File: src/scc_pkg.sv
// register map, field positions and reset values of the system config block
package scc_pkg;
	localparam int                SCC_AW          = 16;
	// printed offsets are word indexes; byte address is four times the index
	localparam logic [SCC_AW-1:0] SCC_IDX_PCG1    = 16'h1c02;
	localparam logic [SCC_AW-1:0] SCC_IDX_PCG2    = 16'h1c03;
	localparam logic [SCC_AW-1:0] SCC_IDX_SLEW    = 16'h1c16;
	localparam logic [SCC_AW-1:0] SCC_IDX_PULL1   = 16'h1c17;
	localparam logic [SCC_AW-1:0] SCC_IDX_PULL2   = 16'h1c18;
	localparam logic [SCC_AW-1:0] SCC_IDX_PULL3   = 16'h1c19;
	localparam logic [SCC_AW-1:0] SCC_IDX_USBSYS  = 16'h1c32;
	localparam logic [SCC_AW-1:0] SCC_IDX_REG     = 16'h7004;
	localparam logic [SCC_AW-1:0] SCC_IDX_IDLE    = 16'h1c40;
	localparam logic [SCC_AW-1:0] SCC_IDX_PSRC    = 16'h1c04;
	localparam logic [SCC_AW-1:0] SCC_IDX_PRC     = 16'h1c05;
	localparam logic [SCC_AW-1:0] SCC_IDX_BOOT    = 16'h1c41;
	localparam logic [SCC_AW-1:0] SCC_IDX_STAT    = 16'h1c42;
	localparam logic [SCC_AW-1:0] SCC_IDX_RTC_LO  = 16'h1900;
	localparam logic [SCC_AW-1:0] SCC_IDX_RTC_HI  = 16'h197f;
	// regulator control fields
	localparam int                SCC_USB_REG_ON  = 0;
	localparam int                SCC_CORE_VSEL   = 1;
	localparam logic [15:0]       SCC_REG_MASK    = 16'h0003;
	localparam logic [15:0]       SCC_REG_RST     = 16'h0000;
	// usb system control fields
	localparam int                SCC_BYTE_LO     = 0;
	localparam int                SCC_OSC_DIS     = 4;
	localparam int                SCC_OSC_BIAS    = 5;
	localparam logic [15:0]       SCC_USBSYS_MASK = 16'h0033;
	localparam logic [15:0]       SCC_USBSYS_RST  = 16'h0030;
	localparam logic [1:0]        SCC_BYTE_WORD   = 2'h0;
	localparam logic [1:0]        SCC_BYTE_HIGH   = 2'h1;
	localparam logic [1:0]        SCC_BYTE_LOW    = 2'h2;
	localparam logic [15:0]       SCC_PCG_RST     = 16'hffff;
	localparam logic [15:0]       SCC_SLEW_MASK   = 16'h0001;
	localparam logic [15:0]       SCC_SLEW_RST    = 16'h0000;
	localparam logic [15:0]       SCC_PULL_RST    = 16'h0000;
	localparam logic [15:0]       SCC_IDLE_MASK   = 16'h00ff;
	localparam int                SCC_IDLE_CPU    = 0;
	localparam logic [15:0]       SCC_IDLE_RST    = 16'h0000;
	localparam logic [15:0]       SCC_IDLE_BOOT   = 16'h00fe;
	// boot clock request codes
	localparam logic [1:0]        SCC_CLK_RTC     = 2'h0;
	localparam logic [1:0]        SCC_CLK_BYPASS  = 2'h1;
	localparam logic [1:0]        SCC_CLK_PLL60   = 2'h2;
	localparam logic [1:0]        SCC_CLK_USB36   = 2'h3;
	localparam int                SCC_RTC_MULT    = 375;
	localparam int                SCC_PLL_MHZ     = 60;
	localparam int                SCC_SPI_MHZ     = 15;
	localparam int                SCC_SPI_DIV     = SCC_PLL_MHZ / SCC_SPI_MHZ;
	localparam int                SCC_USB_MHZ     = 36;
	localparam logic [1:0]        SCC_HTRANS_NSEQ = 2'h2;
	localparam logic [2:0]        SCC_HSIZE_WORD  = 3'h2;
endpackage

File: src/scc_top.sv
// system configuration and clock control registers on an ahb-lite slave
//
// The implementer's own choice: register access over AHB-Lite.
module scc_top
	import scc_pkg::*;
#(
	parameter int NUM_PERIPH = 8
) (
	// ahb-lite slave
	input  wire logic              hclk,
	input  wire logic              hresetn,
	input  wire logic              hsel,
	input  wire logic [31:0]       haddr,
	input  wire logic [1:0]        htrans,
	input  wire logic              hwrite,
	input  wire logic [2:0]        hsize,
	input  wire logic [31:0]       hwdata,
	input  wire logic              hready,
	output logic      [31:0]       hrdata,
	output logic                   hreadyout,
	output logic                   hresp,
	// board pins and status
	input  wire logic              clock_select_pin,
	input  wire logic              core_regulator_enable_pin,
	input  wire logic              core_power_down,
	input  wire logic              rtc_osc_running,
	// boot sequencer handshake
	input  wire logic              boot_query_start,
	input  wire logic              boot_query_fail,
	input  wire logic              boot_usb_attempt,
	input  wire logic              boot_done,
	// rtc register space access
	output logic                   rtc_access_en,
	// regulator controls
	output logic                   core_regulator_on,
	output logic                   core_voltage_select,
	output logic                   usb_regulator_on,
	// usb controls
	output logic      [1:0]        usb_byte_access_select,
	output logic                   usb_osc_disable,
	output logic                   usb_osc_bias_disable,
	// clocks, idles, resets
	output logic      [31:0]       periph_clock_gate,
	output logic      [15:0]       idle_domain,
	output logic      [15:0]       periph_reset,
	output logic      [1:0]        clock_gen_mode,
	output logic      [8:0]        clock_gen_mult,
	// pads
	output logic      [47:0]       pull_enable,
	output logic                   bus_holder_en,
	output logic                   clock_output_slow
);
	import scc_pkg::*;

	typedef enum logic [1:0] {
		SCC_IDLE,
		SCC_DATA
	} scc_phase_t;

	scc_phase_t  phase_q;
	logic        wr_q;
	logic [15:0] idx_q;
	logic        rtc_q;
	logic [15:0] pcg1_q, pcg2_q, slew_q, reg_q, usbsys_q, idle_q;
	logic [15:0] psrc_q, prc_q, boot_q;
	logic [15:0] pull_q [3];
	logic [15:0] rdata_d;
	logic [3:0]  query_q;
	logic        csel_q;
	logic        csel_taken_q;
	logic        take;
	logic        wr_en;
	logic [15:0] wdata;

	function automatic logic in_rtc(input logic [15:0] idx);
		in_rtc = (idx >= SCC_IDX_RTC_LO) && (idx <= SCC_IDX_RTC_HI);
	endfunction

	assign take  = hsel && hready && (htrans == SCC_HTRANS_NSEQ);
	assign wr_en = (phase_q == SCC_DATA) && wr_q;
	assign wdata = hwdata[15:0];

	// address phase capture; writes take no wait state, reads take one
	always_ff @(posedge hclk or negedge hresetn) begin
		if (!hresetn) begin
			phase_q <= SCC_IDLE;
			wr_q    <= 1'b0;
			idx_q   <= 16'h0000;
			rtc_q   <= 1'b0;
		end else begin
			phase_q <= take ? SCC_DATA : SCC_IDLE;
			wr_q    <= take && hwrite && (hsize == SCC_HSIZE_WORD);
			idx_q   <= haddr[17:2];
			rtc_q   <= in_rtc(haddr[17:2]);
		end
	end

	// regulator control
	always_ff @(posedge hclk or negedge hresetn) begin
		if (!hresetn) begin
			reg_q <= SCC_REG_RST;
		end else if (wr_en && idx_q == SCC_IDX_REG) begin
			reg_q <= wdata & SCC_REG_MASK;
		end
	end

	// usb system control
	always_ff @(posedge hclk or negedge hresetn) begin
		if (!hresetn) begin
			usbsys_q <= SCC_USBSYS_RST;
		end else if (wr_en && idx_q == SCC_IDX_USBSYS) begin
			usbsys_q <= wdata & SCC_USBSYS_MASK;
		end
	end

	// peripheral clock gates: boot query and software writes
	always_ff @(posedge hclk or negedge hresetn) begin
		if (!hresetn) begin
			pcg1_q  <= SCC_PCG_RST;
			pcg2_q  <= SCC_PCG_RST;
			query_q <= 4'h0;
		end else if (boot_done) begin
			pcg1_q <= SCC_PCG_RST;
			pcg2_q <= SCC_PCG_RST;
		end else if (boot_query_start) begin
			pcg1_q[query_q] <= 1'b0;
		end else if (boot_query_fail) begin
			pcg1_q[query_q] <= 1'b1;
			query_q         <= query_q + 4'h1;
		end else if (wr_en && idx_q == SCC_IDX_PCG1) begin
			pcg1_q <= wdata;
		end else if (wr_en && idx_q == SCC_IDX_PCG2) begin
			pcg2_q <= wdata;
		end
	end

	// idle domains
	always_ff @(posedge hclk or negedge hresetn) begin
		if (!hresetn) begin
			idle_q <= SCC_IDLE_RST;
		end else if (boot_done) begin
			idle_q <= SCC_IDLE_BOOT;
		end else if (wr_en && idx_q == SCC_IDX_IDLE) begin
			idle_q <= wdata & SCC_IDLE_MASK;
		end
	end

	// peripheral reset counter and control; counter holds reset
	always_ff @(posedge hclk or negedge hresetn) begin
		if (!hresetn) begin
			psrc_q <= 16'h0000;
			prc_q  <= 16'h0000;
		end else if (wr_en && idx_q == SCC_IDX_PSRC) begin
			psrc_q <= wdata;
		end else if (wr_en && idx_q == SCC_IDX_PRC) begin
			prc_q <= wdata;
		end else if (psrc_q != 16'h0000) begin
			psrc_q <= psrc_q - 16'h0001;
		end
	end

	// slew and pull inhibits
	always_ff @(posedge hclk or negedge hresetn) begin
		if (!hresetn) begin
			slew_q <= SCC_SLEW_RST;
		end else if (wr_en && idx_q == SCC_IDX_SLEW) begin
			slew_q <= wdata & SCC_SLEW_MASK;
		end
	end

	generate
		for (genvar g = 0; g < 3; g++) begin : g_pull
			always_ff @(posedge hclk or negedge hresetn) begin
				if (!hresetn) begin
					pull_q[g] <= SCC_PULL_RST;
				end else if (wr_en && idx_q == SCC_IDX_PULL1 + 16'(g)) begin
					pull_q[g] <= wdata;
				end
			end
		end
	endgenerate

	// clock select caught once after reset release
	always_ff @(posedge hclk or negedge hresetn) begin
		if (!hresetn) begin
			csel_q       <= 1'b0;
			csel_taken_q <= 1'b0;
		end else if (!csel_taken_q) begin
			csel_q       <= clock_select_pin;
			csel_taken_q <= 1'b1;
		end
	end

	// boot clock generator setting
	always_ff @(posedge hclk or negedge hresetn) begin
		if (!hresetn) begin
			clock_gen_mode <= SCC_CLK_RTC;
			clock_gen_mult <= 9'h000;
			boot_q         <= 16'h0000;
		end else if (!csel_taken_q) begin
			clock_gen_mode <= clock_select_pin ? SCC_CLK_BYPASS : SCC_CLK_RTC;
			clock_gen_mult <= clock_select_pin ? 9'h000 : 9'(SCC_RTC_MULT);
		end else if (boot_usb_attempt) begin
			clock_gen_mode <= SCC_CLK_USB36;
			boot_q         <= 16'(SCC_USB_MHZ);
		end else if (csel_q && clock_gen_mode == SCC_CLK_BYPASS) begin
			clock_gen_mode <= SCC_CLK_PLL60;
			boot_q         <= {8'(SCC_SPI_DIV), 8'(SCC_PLL_MHZ)};
		end
	end

	// read mux; rtc range always reads zero, oscillator or not
	always_comb begin
		rdata_d = 16'h0000;
		if (idx_q == SCC_IDX_REG) begin
			rdata_d = reg_q;
		end else if (idx_q == SCC_IDX_USBSYS) begin
			rdata_d = usbsys_q;
		end else if (idx_q == SCC_IDX_PCG1) begin
			rdata_d = pcg1_q;
		end else if (idx_q == SCC_IDX_PCG2) begin
			rdata_d = pcg2_q;
		end else if (idx_q == SCC_IDX_IDLE) begin
			rdata_d = idle_q;
		end else if (idx_q == SCC_IDX_PSRC) begin
			rdata_d = psrc_q;
		end else if (idx_q == SCC_IDX_PRC) begin
			rdata_d = prc_q;
		end else if (idx_q == SCC_IDX_SLEW) begin
			rdata_d = slew_q;
		end else if (idx_q >= SCC_IDX_PULL1 && idx_q <= SCC_IDX_PULL3) begin
			rdata_d = pull_q[2'(idx_q - SCC_IDX_PULL1)];
		end else if (idx_q == SCC_IDX_BOOT) begin
			rdata_d = boot_q;
		end else if (idx_q == SCC_IDX_STAT) begin
			rdata_d = {13'h0000, rtc_osc_running, clock_gen_mode == SCC_CLK_USB36,
				csel_q};
		end
	end

	// read data registered; a read takes one wait state so the bus
	// outputs come from flops and a write just before a read is seen
	always_ff @(posedge hclk or negedge hresetn) begin
		if (!hresetn) begin
			hrdata    <= 32'h0000_0000;
			hreadyout <= 1'b1;
			hresp     <= 1'b0;
		end else begin
			hresp <= 1'b0;
			if (take && !hwrite) begin
				hreadyout <= 1'b0;
			end else if (!hreadyout) begin
				hrdata    <= {16'h0000, rdata_d};
				hreadyout <= 1'b1;
			end
		end
	end

	// pin outputs
	always_ff @(posedge hclk or negedge hresetn) begin
		if (!hresetn) begin
			rtc_access_en          <= 1'b0;
			core_regulator_on      <= 1'b0;
			core_voltage_select    <= 1'b0;
			usb_regulator_on       <= 1'b0;
			usb_byte_access_select <= SCC_BYTE_WORD;
			usb_osc_disable        <= 1'b1;
			usb_osc_bias_disable   <= 1'b1;
			periph_clock_gate      <= {SCC_PCG_RST, SCC_PCG_RST};
			idle_domain            <= SCC_IDLE_RST;
			periph_reset           <= 16'h0000;
			pull_enable            <= 48'h0;
			bus_holder_en          <= 1'b0;
			clock_output_slow      <= 1'b0;
		end else begin
			rtc_access_en          <= rtc_osc_running;
			core_regulator_on      <= core_regulator_enable_pin;
			core_voltage_select    <= reg_q[SCC_CORE_VSEL];
			usb_regulator_on       <= reg_q[SCC_USB_REG_ON];
			usb_byte_access_select <= usbsys_q[SCC_BYTE_LO+:2];
			usb_osc_disable        <= usbsys_q[SCC_OSC_DIS];
			usb_osc_bias_disable   <= usbsys_q[SCC_OSC_BIAS];
			periph_clock_gate      <= {pcg2_q, pcg1_q};
			idle_domain            <= idle_q;
			periph_reset           <= (psrc_q != 16'h0000) ? prc_q : 16'h0000;
			pull_enable            <= core_power_down ? 48'h0 :
				~{pull_q[2], pull_q[1], pull_q[0]};
			bus_holder_en          <= core_power_down;
			clock_output_slow      <= slew_q[0];
		end
	end

	// rtc range reads zero whether or not the oscillator runs
	rtc_blank_a: assert property (@(posedge hclk) disable iff (!hresetn)
		(phase_q == SCC_DATA && rtc_q && !wr_q) |=> hrdata == 32'h0)
		else $error("rtc range not blank");
	reg_write_a: assert property (@(posedge hclk) disable iff (!hresetn)
		(wr_en && idx_q == SCC_IDX_REG) |=> ##1 usb_regulator_on ==
		$past(hwdata[0], 2))
		else $error("usb regulator not following write");
	boot_done_a: assert property (@(posedge hclk) disable iff (!hresetn)
		boot_done |=> ##1 (periph_clock_gate == 32'hffffffff &&
		!idle_domain[SCC_IDLE_CPU] && idle_domain[1]))
		else $error("boot end state wrong");
	pull_down_a: assert property (@(posedge hclk) disable iff (!hresetn)
		core_power_down |=> (pull_enable == 48'h0 && bus_holder_en))
		else $error("pulls active in power down");
	csel_hold_a: assert property (@(posedge hclk) disable iff (!hresetn)
		csel_taken_q |=> $stable(csel_q))
		else $error("clock select changed");
	rtc_mult_a: assert property (@(posedge hclk) disable iff (!hresetn)
		(!csel_taken_q && !clock_select_pin) |=> clock_gen_mult == 9'h177)
		else $error("rtc multiplier wrong");
	query_fail_a: assert property (@(posedge hclk) disable iff (!hresetn)
		(boot_query_fail && !boot_done && !boot_query_start) |=>
		pcg1_q[$past(query_q)])
		else $error("query clock left on");
	usb_boot_a: assert property (@(posedge hclk) disable iff (!hresetn)
		(boot_usb_attempt && csel_taken_q) |=> clock_gen_mode == SCC_CLK_USB36)
		else $error("usb boot clock not set");
endmodule

File: config.mk
export PLATFORM = sky130hd
export DESIGN_NAME = scc_top
export DESIGN_NICKNAME = d
export VERILOG_FILES = /design/src/scc_pkg.sv /design/src/scc_top.sv
export SDC_FILE = /design/constraint.sdc
export NUM_CORES = 1
export LEC_CHECK = 0
export BUFFER_PORTS_ARGS = -buffer_cell sky130_fd_sc_hd__buf_2
export CAP_MARGIN = 10
export CORE_MARGIN = 3
export CORE_UTILIZATION = 40
export DETAILED_ROUTE_END_ITERATION = 10
export HOLD_SLACK_MARGIN = 0.06
export PLACE_DENSITY = 0.58
export SYNTH_ARGS = -nofsm -noshare
export SYNTH_HDL_FRONTEND = slang
export SYNTH_SLANG_ARGS = --single-unit
File: constraint.sdc
create_clock -name hclk -period 4.7 [get_ports hclk]
set_input_delay 0.94 -clock hclk [delete_from_list [all_inputs] [get_ports hclk]]
set_output_delay 0.94 -clock hclk [all_outputs]
set_load 0.01 [all_outputs]
---- After elaboration in Yosys (flattened, before gate mapping) ----
Index checks and enable logic that the tools add are counted.
cells by class
  equal/unequal tests ..................... 23
  $add $sub $neg .......................... 3
  $lt $le $gt $ge ......................... 5
  bitwise gates (word level) .............. 10
  reduce and logical (&&, ||, !) cells .... 33
  mux-type cells .......................... 41
operators by type and width
  cell                     number
  $mux W16                 29
  $eq A16 B13 Y1 const B   12
  $mux W48                 1
  $not A48 Y48             1
  $bmux W16 S2             1
  $logic_and A1 B1 Y1      20
  $and A16 B16 Y16         1
  $eq A16 B15 Y1 const B   1
  $ge A16 B13 Y1 const B   1
  $le A16 B13 Y1 const B   1
  $not A16 Y16             1
  $or A16 B16 Y16          1
  $reduce_bool A16 Y1      1
  $sub A16 B1 Y16 const B  1
  $mux W9                  1
  $reduce_and A2 Y1        4
  $reduce_bool A2 Y1       4
  $mux W2                  3
  $lt A4 B5 Y1 const B     1
  $not A1 Y1               5
  $add A4 B1 Y4 const B    1
  $demux W1 S4             1
  $eq A2 B2 Y1 const B     2
  $ge A4 B1 Y1 const B     1
  15 further kinds         20
storage, ports and cells
  output and inout bits ................... 167
  word-level logic and storage cells ...... 150
  input port bits ......................... 82
  register bits after elaboration ......... 325

---- Depth between registers and ports, before layout ----
  depth in word-level cells ............... 14
  gate-level depth with buffers ........... 11
  mapped depth without buffers ............ 8

---- Least setup slack after synthesis ----
Ideal clock, no wire load.
  path kind ............................... register to register
  from .................................... reg idx_q[0]
  to ...................................... reg hrdata[3]
  arrival ................................. 2.545 ns
  cell stages (with the launch flop) ...... 11
  setup slack ............................. 2.034 ns
  path buffers ............................ 2
  clock period less this slack ............ 2.666 ns
  cells stage by stage .................... dfrtp_1 inv_1 clkbuf_1 ha_1 buf_2 nor3b_2 nand4_1 and2_1 a222oi_1 nor2_1 a31o_2
between the ends
  cells in the longest elaborated chain, start to end .. 14
  elaborated cells on any way between the ends .. 27
  classes of those cells .................. 1 x add/sub; 2 x order compare; 9 x eq/ne; 13 x mux; 1 x bitwise; 1 x reduce/logical
ends and longest elaborated chain
  element                                      RTL line        RTL
  from (decl)                                  scc_top.sv:62   logic [15:0] idx_q;
  from (signal assigned)                       scc_top.sv:93   idx_q <= haddr[17:2];
  $sub A2 B2 Y2                                scc_top.sv:232  rdata_d = pull_q[2'(idx_q - SCC_IDX_PULL1)];
  $not A2 Y3 (not written as such)             scc_top.sv:232
  $bmux W16 S2                                 scc_top.sv:232
  $mux W16 (not written as such) (2 in a row)  scc_top.sv:232
  $mux W16                                     scc_top.sv:231  end else if (idx_q >= SCC_IDX_PULL1 && idx_q <= SCC_IDX_PULL3) begin
  $mux W16                                     scc_top.sv:229  end else if (idx_q == SCC_IDX_SLEW) begin
  $mux W16                                     scc_top.sv:227  end else if (idx_q == SCC_IDX_PRC) begin
  $mux W16                                     scc_top.sv:225  end else if (idx_q == SCC_IDX_PSRC) begin
  $mux W16                                     scc_top.sv:223  end else if (idx_q == SCC_IDX_IDLE) begin
  $mux W16                                     scc_top.sv:221  end else if (idx_q == SCC_IDX_PCG2) begin
  $mux W16                                     scc_top.sv:219  end else if (idx_q == SCC_IDX_PCG1) begin
  $mux W16                                     scc_top.sv:217  end else if (idx_q == SCC_IDX_USBSYS) begin
  $mux W16 *                                   scc_top.sv:215  if (idx_q == SCC_IDX_REG) begin
  to (signal assigned)                         scc_top.sv:253  hrdata <= {16'h0000, rdata_d};
  to (decl)                                    scc_top.sv:19   output logic [31:0] hrdata,
Every way passes the cells marked *; elsewhere a longest branch is shown, timed or not. The select of a mux whose other input is x is not followed.
A chain may end at the register's enable or synchronous reset.

---- Final worst setup path ----
Same ends and word-level chain as after synthesis.

==> flow_summary.toml <==
[critical_path]
critical_path_class = "reg -> reg"
reg2reg_setup_slack_ns = 1.63
cp-end-kind = "register"
r2r-end = "hrdata[3]"
r2r-start = "idx_q[0]"
cp.arrival_ns = 3.52
cp_max_fo = 15
rr_worst_depth = 8
crit_path_start_kind = "register"
worstPathRequired_ns = 5.15

[logic_synthesis]
syn_area_per_cell_um2 = 11.23
synth_top_area_frac = 0.4397
synth-seq-area-share = 0.5858
synthFlopType = "dfrtp_1"
yosys.cell_types.count = 79
synth_area_leaders = "dfrtp_1, dfstp_2, mux2_2"
synth_common_cells = "dfrtp_1, nand2_1, nor2_1, a21oi_1, mux2_2"
synth_area_leader_cell = "dfrtp_1"
synth-edff-count = 0
async_flop_share = 1.000
synth_cells = 1105
yosysMostFrequentCell = "dfrtp_1"
ys_warn_count = 0
netlist_area_um2 = 12410
ys_seq_elements = 287

[power]
ir_drop_mv = 0.3282
power_density_nw_per_um2 = 400.7
p_leak_uw = 0.006677
total_power_uw = 5908

[min_path]
hold_class = "reg -> reg"
min_to = "periph_clock_gate[27]"
whs_path_depth = 0
hold_start = "pcg2_q[11]"

[sta]
skew_ns = 0.01411
setup_violations = 0
period_share = 0.6538
fmax_ghz = 0.3254
setup_tns_ns = 0
drv_slew = 0
tightest_slew_ns = 1.156
finalCriticalPeriod_ns = 3.073
rsz0062_at_grt = "false"
hold_violations = 0
fin_ws_ns = 1.627
slew_headroom = 0.2279

[floorplanning]
rows = 63
core_area_um2 = 30110
fp.dieW_um = 182.1
die_y_um = 182.1
ios = 249
start_util = 0.4120
die_area_um2 = 33170

[placement]
globalplace.congestion = 0.8760
dp_slack_ns = 1.390
dp_hpwl_um = 24860
portBuffers = 189

[clock_network]
clk_path_buf_depth = 3
cts_hold_buf = 0
htreeDepth = 1
postCtsSetupBuffers = 0
clk_latency_ns = 0.55
cts-root-buf = "clkbuf_16"
numCtsBuffers = 31
cts_tree = "yes"
clock-sinks = 287
clkTransAtPathRegs_ns = 0.06
ctsResizeCount = 0

[grt]
grt_pass1_vias = 8979
grt_usage = 0.2105
grt_max_degree = 125
grt_pass1_wl_um = 54320
antenna_found_initial = 1
grt_overflow_total = 0

[route]
vias = 9194
drc = 0
final_antenna_net_count = 0
vias_per_cell = 5.434
wl_um = 35570
firstDrtPassIters = 5
avgRoutedWirePerCell_um = 21.02
drt_iter0_markers = 940

[final_layout]
nNetsFinal = 1369
diodes = 0
drive_above_1_share = 0.3326
area_growth_syn_to_layout_pct = 18.84
fillers = 2795

[status]
run_status = "completed"

[flow_run]
maxCapViolations = 0
[metal layers]
metal	wire [um]	GRT usage	vias to the layer above
met3	2781	0.03986	63
met2	15790	0.3256	376
met1	15960	0.3047	4559
li1	-	-	4196
met4	1032	0.05941	0
met5	0	0	-
[where the power goes]
part	switching [uW]	total [uW]	leakage, uW	internal (uW)
sequential	117	2740	0.00342	2620
combinational	318	487	0.00270	169
clock	1010	2680	0.000558	1670
[flip-flops by register name, indices dropped and copies added, names as in the netlist, 2 cells and up]
signal	cells
boot_q	2
periph_clock_gate	32
pull_enable	48
usb_byte_access_select	2
idle_domain	8
clock_gen_mode	2
idle_q	8
psrc_q	16
periph_reset	16
usbsys_q	4
reg_q	2
query_q	4
pcg1_q	16
prc_q	16
hrdata	16
pull_q	48
idx_q	16
pcg2_q	16
[cell usage in the layout, fill, tap and decap left out, types with 20 or more instances in the layout]
| cell | synthesis | routed |
|---|---|---|
| a21oi_1 | 76 | 75 |
| and2_1 | 20 | 20 |
| buf_2 | 14 | 188 |
| clkbuf_16 | 0 | 31 |
| conb_1 | 2 | 28 |
| dfrtp_1 | 218 | 218 |
| dfstp_2 | 69 | 69 |
| mux2_2 | 72 | 72 |
| nand2_1 | 127 | 127 |
| nand3b_1 | 20 | 20 |
| nor2_1 | 102 | 102 |
| o21ai_0 | 55 | 55 |
[cells by family after synthesis]
kind of cell,Yosys count,synth area share
buffers and inverters,105,0.04538
DFF,287,0.5858
AOI/OAI and AO/OA,231,0.1216
muxes,88,0.07826
adders and majority gates,9,0.009076
xor gates and xnor gates,3,0.002118
other,2,0.0006053
and+or+nand+nor,380,0.1571
[through the flow]
stage	std cells	hold WS (ns)	cell area [um2]	util
global placement	1634	0.3684	13600	0.4515
global route	1692	0.3797	14740	0.4897
detailed placement	1634	0.3679	13600	0.4515
floorplan	1131	0.3577	12500	-
finish	1692	0.3756	14740	0.4897
CTS	1691	0.3768	14730	0.4893
[final cells by class]
| class | count | area, um2 | share of cell area |
|---|---|---|---|
| flip-flops and latches | 287 | 7268 | 0.4930 |
| multi-input cells | 739 | 4691 | 0.3181 |
| repair buffers | 209 | 1122 | 0.07612 |
| clock buffers | 39 | 855.8 | 0.05804 |
| well taps | 390 | 488.0 | 0.03310 |
| clock inverters | 18 | 281.5 | 0.01909 |
| inverters | 10 | 37.54 | 0.002546 |
[how the worst max path moves through the flow]
stage	slack [ns]	from	endpoint	depth (start not counted)
finish	1.63	idx_q[0]	hrdata[3]	8
global route	1.50	idx_q[0]	hrdata[0]	8
detailed placement	1.39	boot_done	pcg1_q[2]	5
CTS	1.68	idx_q[9]	psrc_q[0]	6
floorplan	2.03	idx_q[0]	hrdata[3]	10
global placement	1.44	boot_done	pcg1_q[2]	5
[critical path: stages (launching register included)]
cell       delay [ns]
dfrtp_1          0.42
inv_1            0.12
ha_1             0.61
nand3b_1         0.15
o2bb2ai_1        0.23
a21oi_1          0.65
o211a_1          0.29
o21ai_0          0.18
a31o_2           0.31
No activity file was read; power rests on OpenSTA's default activity.
